===== src/shared/pfps_pkg.sv =====
/*
 * Shared constants for the flyback startup and fault-protection sequencer.
 * Assumes a single 20 MHz core clock; all analog levels arrive as comparator
 * flags from outside the clock domain.
 */
// Notes on behaviour
// - add a rising ramp, restarted each switching cycle, to sensed current.
// - every switch turn-on starts a 150 ns blanking interval.
// - current-limit comparator is ignored while blanking runs.
// - charge from high-voltage pin during startup; stop and switch at 17.5 V.
// - supply OV and brownout auto-restart; sense OV, heat and shutdown latch.
// - auto-restart fault stops switching; at 5.8 V clear it and recharge.
// - after auto-restart clear, switch again at 17.5 V; repeat while faulty.
// - latched fault stops switching; at 5.8 V recharge but keep fault latched.
// - latched fault at 17.5 V does not switch; charging stops, supply cycles.
// - latched fault clears only when supply decays to 2.5 V.
// - supply above 28 V raises the auto-restart overvoltage fault.
// - sense current under 160 uA in conduction over 30 ms raises brownout.
// - junction above 140 C stops output and latches protection.
// - sample auxiliary sense voltage near each diode conduction end.
// - sense sample under 1.55 V past debounce count: auto-restart fault.
// - sense under-voltage fault is masked for 45 ms after power-on.
// - sampled sense above 3.2 V beyond debounce count latches protection.
// - external shutdown pin below 1.0 V latches protection.
// - outside blanking, current limit ends the gate pulse within the cycle.
package pfps_pkg;
  localparam int unsigned CLK_PERIOD_NS        = 50;
  localparam int unsigned BLANK_NS             = 150;
  localparam int unsigned BLANK_CYC            =
    (BLANK_NS + CLK_PERIOD_NS - 1) / CLK_PERIOD_NS;
  localparam int unsigned BROWNOUT_MS          = 30;
  localparam int unsigned BROWNOUT_CYC         =
    BROWNOUT_MS * 1000000 / CLK_PERIOD_NS;
  localparam int unsigned LOW_MASK_MS          = 45;
  localparam int unsigned LOW_MASK_CYC         =
    LOW_MASK_MS * 1000000 / CLK_PERIOD_NS;
  localparam int unsigned LOW_DEBOUNCE_COUNT   = 8;
  localparam int unsigned HIGH_DEBOUNCE_COUNT  = 8;
  localparam int unsigned DEB_W                = 4;
  localparam int unsigned LONG_W               = 22;
  localparam int unsigned RAMP_W               = 8;
  localparam int unsigned RAMP_STEP            = 1;
  localparam logic [7:0]  RAMP_RESET           = 8'h00;
  // sequencer states
  typedef enum logic [3:0] {
    PFPS_CHARGE = 4'h1,
    PFPS_RUN    = 4'h2,
    PFPS_FAULT  = 4'h4,
    PFPS_LATCH  = 4'h8
  } pfps_state_t;
endpackage : pfps_pkg


===== src/logic/pfps_sync.sv =====
/*
 * Two-flop synchroniser bank for comparator flags and pins.
 * Assumes inputs are asynchronous to core_clk_i.
 */
module pfps_sync #(
  parameter int unsigned W = 1
) (
  input  wire logic         core_clk_i,
  input  wire logic         arst_n_i,
  input  wire logic [W-1:0] async_i,
  output logic      [W-1:0] sync_o
);
  logic [W-1:0] meta_reg;
  logic [W-1:0] sync_reg;

  // first stage feeds only the second stage
  always_ff @(posedge core_clk_i or negedge arst_n_i) begin
    if (!arst_n_i) begin
      meta_reg <= '0;
      sync_reg <= '0;
    end else begin
      meta_reg <= async_i;
      sync_reg <= meta_reg;
    end
  end

  assign sync_o = sync_reg;
endmodule // pfps_sync


===== src/logic/pfps_seq.sv =====
/*
 * Startup and fault-protection sequencer: gate blanking and current limit,
 * high-voltage startup against supply levels, auto-restart and latched
 * faults. Assumes comparator flags from the analog front end, a gate
 * request from the PWM modulator and a diode-end sample strobe.
 */
module pfps_seq #(
  parameter int unsigned BROWNOUT_CYC = pfps_pkg::BROWNOUT_CYC,
  parameter int unsigned LOW_MASK_CYC = pfps_pkg::LOW_MASK_CYC
) (
  input  wire logic                       core_clk_i,
  input  wire logic                       arst_n_i,
  input  wire logic                       pwm_req_i,
  input  wire logic                       cycle_start_i,
  input  wire logic                       peak_current_cmp_i,
  input  wire logic                       supply_on_cmp_i,
  input  wire logic                       supply_off_cmp_i,
  input  wire logic                       supply_reset_cmp_i,
  input  wire logic                       supply_ovp_cmp_i,
  input  wire logic                       sense_current_low_i,
  input  wire logic                       junction_hot_i,
  input  wire logic                       diode_end_i,
  input  wire logic                       sense_low_cmp_i,
  input  wire logic                       sense_high_cmp_i,
  input  wire logic                       shutdown_low_i,
  output logic                            gate_o,
  output logic                            hv_startup_en_o,
  output logic                            turn_on_blanking_o,
  output logic [pfps_pkg::RAMP_W-1:0]     slope_ramp_o,
  output logic                            auto_fault_o,
  output logic                            latched_fault_o,
  output logic                            overvoltage_fault_o,
  output logic                            undervoltage_fault_o
);
  localparam int unsigned NS = 13;
  logic [NS-1:0] raw;
  logic [NS-1:0] s;
  logic pwm_req, cyc_st, ilim, v_on, v_off, v_rst, v_ovp, i_low, hot;
  logic d_end, s_low, s_high, sd_low;

  // all comparator flags pass two flops before use
  assign raw = {pwm_req_i, cycle_start_i, peak_current_cmp_i,
                supply_on_cmp_i, supply_off_cmp_i, supply_reset_cmp_i,
                supply_ovp_cmp_i, sense_current_low_i, junction_hot_i,
                diode_end_i, sense_low_cmp_i, sense_high_cmp_i,
                shutdown_low_i};
  pfps_sync #(.W(NS)) u_sync (
    .core_clk_i (core_clk_i),
    .arst_n_i   (arst_n_i),
    .async_i    (raw),
    .sync_o     (s)
  );
  assign {pwm_req, cyc_st, ilim, v_on, v_off, v_rst, v_ovp, i_low, hot,
          d_end, s_low, s_high, sd_low} = s;

  // saturating increment shared by the mask and brownout counters
  function automatic logic [pfps_pkg::LONG_W-1:0] sat_inc(
    input logic [pfps_pkg::LONG_W-1:0] v, input int unsigned lim);
    sat_inc = (v >= pfps_pkg::LONG_W'(lim)) ? v : v + 1'b1;
  endfunction

  pfps_pkg::pfps_state_t state_reg, state_next;
  logic       gate_reg, gate_next;
  logic       req_d_reg, req_d_next;
  logic [1:0] blank_reg, blank_next;
  logic       blank_out_reg, blank_out_next;
  logic [pfps_pkg::RAMP_W-1:0] ramp_reg, ramp_next;
  logic [pfps_pkg::LONG_W-1:0] bo_cnt_reg, bo_cnt_next;
  logic [pfps_pkg::LONG_W-1:0] mask_cnt_reg, mask_cnt_next;
  logic [pfps_pkg::DEB_W-1:0]  low_cnt_reg, low_cnt_next;
  logic [pfps_pkg::DEB_W-1:0]  high_cnt_reg, high_cnt_next;
  logic       s_low_smp_reg, s_low_smp_next;
  logic       s_high_smp_reg, s_high_smp_next;
  logic       smp_vld_reg, smp_vld_next;
  logic       hv_reg, hv_next;
  logic       auto_reg, auto_next;
  logic       latch_reg, latch_next;
  logic       ovf_reg, ovf_next;
  logic       uvf_reg, uvf_next;
  logic       brownout, uv_trip, ov_trip, auto_ev, latch_ev, mask_done;

  // fault detection from the current state of counters and flags
  always_comb begin
    mask_done = (mask_cnt_reg >= pfps_pkg::LONG_W'(LOW_MASK_CYC));
    brownout  = (bo_cnt_reg >= pfps_pkg::LONG_W'(BROWNOUT_CYC));
    uv_trip   = mask_done && (low_cnt_reg > pfps_pkg::DEB_W'(
                pfps_pkg::LOW_DEBOUNCE_COUNT));
    ov_trip   = high_cnt_reg > pfps_pkg::DEB_W'(
                pfps_pkg::HIGH_DEBOUNCE_COUNT);
    auto_ev   = v_ovp || brownout || uv_trip;
    latch_ev  = ov_trip || hot || sd_low;
  end

  // timing counters, sampling and debounce
  always_comb begin
    mask_cnt_next   = sat_inc(mask_cnt_reg, LOW_MASK_CYC);
    bo_cnt_next     = (gate_reg && i_low) ? sat_inc(bo_cnt_reg, BROWNOUT_CYC)
                    : (gate_reg ? '0 : bo_cnt_reg);
    s_low_smp_next  = s_low_smp_reg;
    s_high_smp_next = s_high_smp_reg;
    smp_vld_next    = 1'b0;
    low_cnt_next    = low_cnt_reg;
    high_cnt_next   = high_cnt_reg;
    if (d_end) begin
      s_low_smp_next  = s_low;
      s_high_smp_next = s_high;
      smp_vld_next    = 1'b1;
    end
    if (smp_vld_reg) begin
      low_cnt_next  = !s_low_smp_reg ? '0 :
        (&low_cnt_reg ? low_cnt_reg : low_cnt_reg + 1'b1);
      high_cnt_next = !s_high_smp_reg ? '0 :
        (&high_cnt_reg ? high_cnt_reg : high_cnt_reg + 1'b1);
    end
    if (state_reg != pfps_pkg::PFPS_RUN) begin
      low_cnt_next  = '0;
      high_cnt_next = '0;
      bo_cnt_next   = '0;
    end
  end

  // supply sequencing state machine
  always_comb begin
    state_next = state_reg;
    hv_next    = hv_reg;
    auto_next  = auto_reg;
    latch_next = latch_reg;
    ovf_next   = ovf_reg;
    uvf_next   = uvf_reg;
    unique case (state_reg)
      pfps_pkg::PFPS_CHARGE: begin
        hv_next = 1'b1;
        if (v_on) begin
          hv_next    = 1'b0;
          state_next = pfps_pkg::PFPS_RUN;
        end
      end
      pfps_pkg::PFPS_RUN: begin
        if (latch_ev) begin
          latch_next = 1'b1;
          ovf_next   = ov_trip;
          state_next = pfps_pkg::PFPS_LATCH;
        end else if (auto_ev) begin
          auto_next  = 1'b1;
          uvf_next   = uv_trip;
          state_next = pfps_pkg::PFPS_FAULT;
        end else if (v_off) begin
          hv_next    = 1'b1;
          state_next = pfps_pkg::PFPS_CHARGE;
        end
      end
      pfps_pkg::PFPS_FAULT: begin
        if (v_off) begin
          auto_next  = 1'b0;
          uvf_next   = 1'b0;
          hv_next    = 1'b1;
          state_next = pfps_pkg::PFPS_CHARGE;
        end
      end
      pfps_pkg::PFPS_LATCH: begin
        if (v_rst) begin
          latch_next = 1'b0;
          ovf_next   = 1'b0;
          hv_next    = 1'b1;
          state_next = pfps_pkg::PFPS_CHARGE;
        end else if (v_off) begin
          hv_next = 1'b1;
        end else if (v_on) begin
          hv_next = 1'b0;
        end
      end
      default: begin
        state_next = pfps_pkg::PFPS_CHARGE;
        hv_next    = 1'b1;
      end
    endcase
  end

  // gate drive, blanking and slope ramp
  always_comb begin
    req_d_next     = pwm_req;
    gate_next      = gate_reg;
    blank_next     = blank_reg;
    blank_out_next = 1'b0;
    ramp_next      = cyc_st ? pfps_pkg::RAMP_RESET
                   : ramp_reg + pfps_pkg::RAMP_W'(pfps_pkg::RAMP_STEP);
    if (pwm_req && !req_d_reg && state_reg == pfps_pkg::PFPS_RUN
        && !latch_ev && !auto_ev) begin
      gate_next  = 1'b1;
      blank_next = 2'(pfps_pkg::BLANK_CYC);
    end else if (gate_reg) begin
      if (blank_reg != 2'h0) begin
        blank_next = blank_reg - 2'h1;
      end
      if (!pwm_req || (ilim && blank_reg == 2'h0)) begin
        gate_next  = 1'b0;
      end
    end
    if (gate_next && blank_next != 2'h0) begin
      blank_out_next = 1'b1;
    end
    if (state_reg != pfps_pkg::PFPS_RUN || latch_ev || auto_ev) begin
      gate_next = 1'b0;
    end
  end

  // register every group
  always_ff @(posedge core_clk_i or negedge arst_n_i) begin
    if (!arst_n_i) begin
      state_reg      <= pfps_pkg::PFPS_CHARGE;
      gate_reg       <= 1'b0;
      req_d_reg      <= 1'b0;
      blank_reg      <= 2'h0;
      blank_out_reg  <= 1'b0;
      ramp_reg       <= pfps_pkg::RAMP_RESET;
      bo_cnt_reg     <= '0;
      mask_cnt_reg   <= '0;
      low_cnt_reg    <= '0;
      high_cnt_reg   <= '0;
      s_low_smp_reg  <= 1'b0;
      s_high_smp_reg <= 1'b0;
      smp_vld_reg    <= 1'b0;
      hv_reg         <= 1'b1;
      auto_reg       <= 1'b0;
      latch_reg      <= 1'b0;
      ovf_reg        <= 1'b0;
      uvf_reg        <= 1'b0;
    end else begin
      state_reg      <= state_next;
      gate_reg       <= gate_next;
      req_d_reg      <= req_d_next;
      blank_reg      <= blank_next;
      blank_out_reg  <= blank_out_next;
      ramp_reg       <= ramp_next;
      bo_cnt_reg     <= bo_cnt_next;
      mask_cnt_reg   <= mask_cnt_next;
      low_cnt_reg    <= low_cnt_next;
      high_cnt_reg   <= high_cnt_next;
      s_low_smp_reg  <= s_low_smp_next;
      s_high_smp_reg <= s_high_smp_next;
      smp_vld_reg    <= smp_vld_next;
      hv_reg         <= hv_next;
      auto_reg       <= auto_next;
      latch_reg      <= latch_next;
      ovf_reg        <= ovf_next;
      uvf_reg        <= uvf_next;
    end
  end

  assign gate_o               = gate_reg;
  assign hv_startup_en_o      = hv_reg;
  assign turn_on_blanking_o   = blank_out_reg;
  assign slope_ramp_o         = ramp_reg;
  assign auto_fault_o         = auto_reg;
  assign latched_fault_o      = latch_reg;
  assign overvoltage_fault_o  = ovf_reg;
  assign undervoltage_fault_o = uvf_reg;
endmodule // pfps_seq


===== config.mk =====
export PLATFORM = sky130hd
export DESIGN_NAME = pfps_seq
export DESIGN_NICKNAME = d
export VERILOG_FILES = /design/src/shared/pfps_pkg.sv /design/src/logic/pfps_sync.sv /design/src/logic/pfps_seq.sv
export SDC_FILE = /design/constraint.sdc
export NUM_CORES = 1
export LEC_CHECK = 0
export BUFFER_PORTS_ARGS = -buffer_cell sky130_fd_sc_hd__buf_2
export CORE_MARGIN = 4
export CORE_UTILIZATION = 50
export CTS_CLUSTER_SIZE = 10
export DETAILED_ROUTE_END_ITERATION = 16
export PLACE_DENSITY = 0.72
export SYNTH_ARGS = -nofsm -noshare
export SYNTH_HDL_FRONTEND = slang
export SYNTH_SLANG_ARGS = --single-unit

===== constraint.sdc =====
create_clock -name core_clk_i -period 3.03 [get_ports core_clk_i]
set_clock_uncertainty 0.05 [all_clocks]
set_input_delay 0.1515 -clock core_clk_i [delete_from_list [all_inputs] [get_ports core_clk_i]]
set_output_delay 0.1515 -clock core_clk_i [all_outputs]
set_load 0.005 [all_outputs]

Yosys cells after proc, flatten, opt, wreduce, memory -nomap -nowiden
Cells that the tools add are included.

word-level totals
  flip-flop bits (word level) = 103
  latch bits = 0
  RAM bits = 0
  memory bits (read-only) = 0
  output and inout bits = 15
  word-level logic and storage cells = 129
  memories kept = 0

cells by class
  $add $sub $neg = 6
  multipliers = 0
  divide/modulo/power cells = 0
  $lt $le $gt $ge = 4
  equal/unequal tests = 16
  shifts and indexed selects = 0
  muxes and demuxes = 48
  bitwise logic cells = 0
  reduce and logical (&&, ||, !) cells = 35

operators with widths
  cell                     count
  $mux W22                 4
  $mux W4                  13
  $add A22 B1 Y22 const B  2
  $ge A22 B20 Y1 const B   2
  $mux W1                  21
  $pmux W4 S4              1
  $reduce_and A4 Y1        3
  $reduce_bool A2 Y1       5
  $ne A3 B2 Y1 const B     3
  $add A4 B1 Y4 const B    2
  $add A8 B1 Y8 const B    1
  $gt A4 B4 Y1 const B     2
  $logic_and A1 B1 Y1      8
  $mux W8                  1
  $ne A2 B2 Y1 const B     4
  $pmux W1 S2              4
  $reduce_and A2 Y1        4
  $logic_or A1 B1 Y1       7
  $mux W2                  3
  $ne A2 B1 Y1 const B     3
  $reduce_and A3 Y1        2
  $eq A4 B1 Y1 const B     1
  $eq A4 B2 Y1 const B     1
  $eq A4 B3 Y1 const B     1
  8 further kinds          11

Depth between registers and ports, before layout
  depth in word-level cells = 10
  gate-level depth with buffers = 8
  mapped depth without buffers = 7

Cells and area by module
From an unflattened synthesis, not the netlist that was laid out.

unflattened totals
  cells, all modules = 434
  area, all modules = 4700.8 um^2

modules (own cells, without submodules)
  module     times used  cells each  area each (um^2)
  pfps_seq   1           408         4050.1
  pfps_sync  1           26          650.6

Worst setup path after synthesis
No wires, ideal clock.

  kind = reg2reg
  start point = register bo_cnt_reg[6] (netlist name)
  end point = register bo_cnt_reg[2] (netlist name)
  data arrival time = 1.935 ns
  required time = 2.914 ns
  setup slack = 0.979 ns
  cell stages (with the launch flop) = 8
  path buffers = 2
  clock period less this slack = 2.051 ns
  cell sequence = dfrtp_1 > buf_6 > and4_4 > a211o_4 > a211o_4 > buf_6 > or4_1 > nand2_1

on the way
  word-level cells in the longest chain between the ends = 3

RTL lines
  item                         line             text
  from (decl)                  pfps_seq.sv:68   logic [pfps_pkg::LONG_W-1:0] bo_cnt_reg, bo_cnt_next;
  from (signal assigned)       pfps_seq.sv:235  bo_cnt_reg <= bo_cnt_next;
  $ge A22 B20 Y1               pfps_seq.sv:59   sat_inc = (v >= pfps_pkg::LONG_W'(lim)) ? v : v + 1'b1;
  $ne A3 B2 Y1 (no line)       --
  $reduce_and A2 Y1 (no line)  --

No other way between the ends.
A chain may end at the register's enable or synchronous reset.

Final worst setup path
  start point = register state_reg[2]
  end point = register bo_cnt_reg[14] (netlist name)

on the way
  word-level cells in the longest chain between the ends = 3
  elaborated cells on any way between the ends = 5
  those cells by class = eq/ne (2); mux (1); reduce/logical (2)

RTL lines
  item                                                          line             text
  from (decl)                                                   pfps_seq.sv:62   pfps_pkg::pfps_state_t state_reg, state_next;
  from (signal assigned)                                        pfps_seq.sv:210  state_reg <= pfps_pkg::PFPS_CHARGE;
  from (signal assigned)                                        pfps_seq.sv:229  state_reg <= state_next;
  $ne A4 B2 Y1 *                                                pfps_seq.sv:115  if (state_reg != pfps_pkg::PFPS_RUN) begin
  $ne A3 B2 Y1 (no line) or $reduce_bool A3 Y1 (tied branches)  --
  $reduce_and A2 Y1 (no line)                                   --

Mark *: on every way between the ends. The rest lies on a longest branch, timed or not.

==> metrics.cfg <==
[clocking]
cts_root_buf = clkbuf_8
ctsLongestPathBuffers = 2
cts_hold_buffers = 14
cts_htree_levels = 3
ctsResizeCount = 0
cts_tree = built
numCtsBuffers = 9
insertion_delay_ns = 0.37
cts.reportedPaths.clkPinSlew_ns = 0.09
clock-sinks = 103
cts_setup_buffers = 0

[floorplanning]
boundaryPins = 30
die_x_um = 106
start_util_pct = 51.7
rows = 35
core_area_sq_mm = 0.00928
die_area_sq_mm = 0.0112
die_y_um = 106

[power_and_ir_drop]
power_leakage_nw = 2.34
power_w = 0.00268
peakVddDrop_v = 0.000275
swShare_pct = 27.0
power_switching_w = 0.000724
seq_power_share_pct = 57.3
pwr-share-clk_pct = 31.0
p_per_area_mw_per_mm2 = 498
intPower_w = 0.00196
p_comb_share_pct = 11.7

[sta]
rsz0062_at_grt = no
setup_violations = 0
timing.slew.headroom_pct = 44.5
period_share_pct = 74.7
tightest_slew_ns = 0.833
post-route-min-period_ns = 2.26
drv_slew = 0
totalNegativeSetupSlack_ns = 0
hold_violations = 0
max_freq_mhz = 442

[placed_design]
gp_congestion = 0.794
dpl.hpwl_mm = 6.27
place_area_sq_mm = 0.00506
port_buffers = 29

[logic_synthesis]
synth_ff_type = dfrtp_1
synth_top_cell_by_area = dfrtp_1
synth_warnings = 0
avgSynthCellArea_sq_um = 10.9
synth_nets = 465
syn-cell-area_sq_mm = 0.00480
ys_seq_area_share_pct = 53.8
yosysUniqueCellTypes = 64
synth-edff-count = 0
ys_top_cells_by_area = dfrtp_1 53%, nand2_1 3.6%, xnor2_1 3.1%, nand3_1 2.5%, nand4_1 2.5%
synth_cells = 441
ys_ff_latch = 103
synth.top_cell.area_share_pct = 52.7
async_flop_share_pct = 100

[critical_path]
crit_path_max_fanout = 10
cp-start-kind = register
r2r_slack_ns = 0.77
path_cells = nor4b_4, nand3_1, a211oi_2, nand4_1, mux2i_1
critPathCaptureType = register
cp.required_ns = 3.28
critPathTopFamily = simple AND/OR/NAND/NOR gates
slowest_stage = a211oi_2
rr_worst_depth = 5
regToRegStartpoint = state_reg[2]
critPathMaxStageDelay_ns = 0.54
worstPathArrival_ns = 2.52
reg2reg_to = bo_cnt_reg[14]
path_buf_inv = 0
cp-startpoint = state_reg[2]
critPathKind = reg -> reg

[cells_and_area]
fin_area_sq_mm = 0.00539
seq_area_sq_mm = 0.00258
nets = 508
n_antenna_cell = 0
area_growth_pct = 12.4
drive_gt1_share_pct = 12.9
n_fill_cell = 807
multi_input_area_sq_mm = 0.00208

[routing]
drc = 0
wl_per_cell_um = 14.9
drt_iter0_markers = 162
drt-total-wl_mm = 9.22
via_per_inst = 5.67
final_antenna_net_count = 0
num_vias = 3498
drt-pass1-iter-count = 4

[job]
drv_cap = 0

[global_routing]
grt_start_max_net_pins = 67
grt_overflow = 0
grt_pass1_vias = 3432
gr-usage-all-layers_pct = 17.8
antenna_found_initial = 0
grt_pass1_wl_mm = 16.2

[min_path]
hold_end = u_sync.sync_o[1]
hold_path.class = reg -> reg
hold_depth = 0
hold_start = u_sync.meta_reg[1]

[outcome]
outcome = finished, final reports clean

[final cells by class]
cell class / instances / area share (%)
multi-input cells: 306 / 38.6
clock buffers: 12 / 3.06
inverters: 17 / 1.18
repair buffers: 47 / 5.89
well taps: 129 / 2.99
clock inverters: 3 / 0.464
flip-flops and latches: 103 / 47.8
[through the flow]
stage | hold WS, ns | std cells | setup WS [ns] | util [%]
2_1_floorplan | -0.194 | 441 | 0.979 | -
3_3_place_gp | 0.209 | 588 | 0.847 | 54.5
3_5_place_dp | 0.211 | 588 | 0.805 | 54.5
4_1_cts | 0.307 | 617 | 0.782 | 58.1
5_1_grt | 0.314 | 617 | 0.569 | 58.1
6_report | 0.303 | 617 | 0.765 | 58.1
[synthesized netlist by cell type, types with 4 or more instances]
cell type and n:
nor3b_1 4, o21ai_1 7, nand4_1 19, nand2_1 46, clkbuf_1 9, mux2i_1 6
a21oi_1 17, xnor2_1 17, and4_1 6, nand2b_1 5, nor2_1 23, and2_1 4
or4_1 9, inv_1 16, a211oi_1 6, and3_1 9, dfrtp_1 101, nand3_1 24
o21ai_0 9, o211ai_1 13, ha_1 9, xor2_1 8
[how the worst max path moves through the flow]
stage / to / slack (ns) / cells past startpoint
after CTS: bo_cnt_reg[14] / 0.78 / 5
after floorplan: bo_cnt_reg[2] / 0.98 / 7
after global placement: bo_cnt_reg[8] / 0.85 / 5
final: bo_cnt_reg[14] / 0.77 / 5
after global routing: bo_cnt_reg[8] / 0.57 / 5
after detailed placement: bo_cnt_reg[14] / 0.81 / 5
[cell usage in the layout (no fill, tap or decap), types with 4 or more instances in the layout]
cell           instances
buf_4                  5
a21oi_1               17
clkbuf_8              12
dlygate4sd3_1         14
o21ai_1                7
xor2_1                 8
and3_1                 9
nand3_1               24
dfrtp_1              101
o21ai_0                9
o211ai_1              13
mux2i_1                6
and2_1                 4
nand2_1               46
xnor2_1               17
ha_1                   9
nand4_1               19
or4_1                  9
buf_2                 28
nor3b_1                4
inv_1                 16
nand2b_1               5
nor2_1                23
a211oi_1               6
and4_1                 6
[power groups by stage]
stage / Clock (W) / Sequential (W) / Combinational (W)
6_report: 0.000833 / 0.00154 / 0.000314
5_1_grt: 0.000915 / 0.00155 / 0.000358
4_1_cts: 0.000862 / 0.00154 / 0.000318
3_5_place_dp: 0 / 0.00156 / 0.000304
3_3_place_gp: 0 / 0.00155 / 0.000293
2_1_floorplan: 0 / 0.00153 / 0.000223
[layer usage]
metal	global-route usage, %	vias up	part of all wire, %
li1	-	1710	-
met1	24.4	1720	48
met2	28.1	52	47
met3	3.58	16	3.4
met4	6.66	0	1.6
met5	0	-	0
[kinds of logic after synthesis]
family	count (synthesis)	share of synthesized area, %
adders and majority gates	9	2.35
DFF	103	53.8
xor gates and xnor gates	25	4.56
and+or+nand+nor	173	20.4
muxes	9	1.96
AOI/OAI and AO/OA	90	14.1
buffers and inverters	32	2.89
Note: power is estimated with default switching activity, not from simulation.
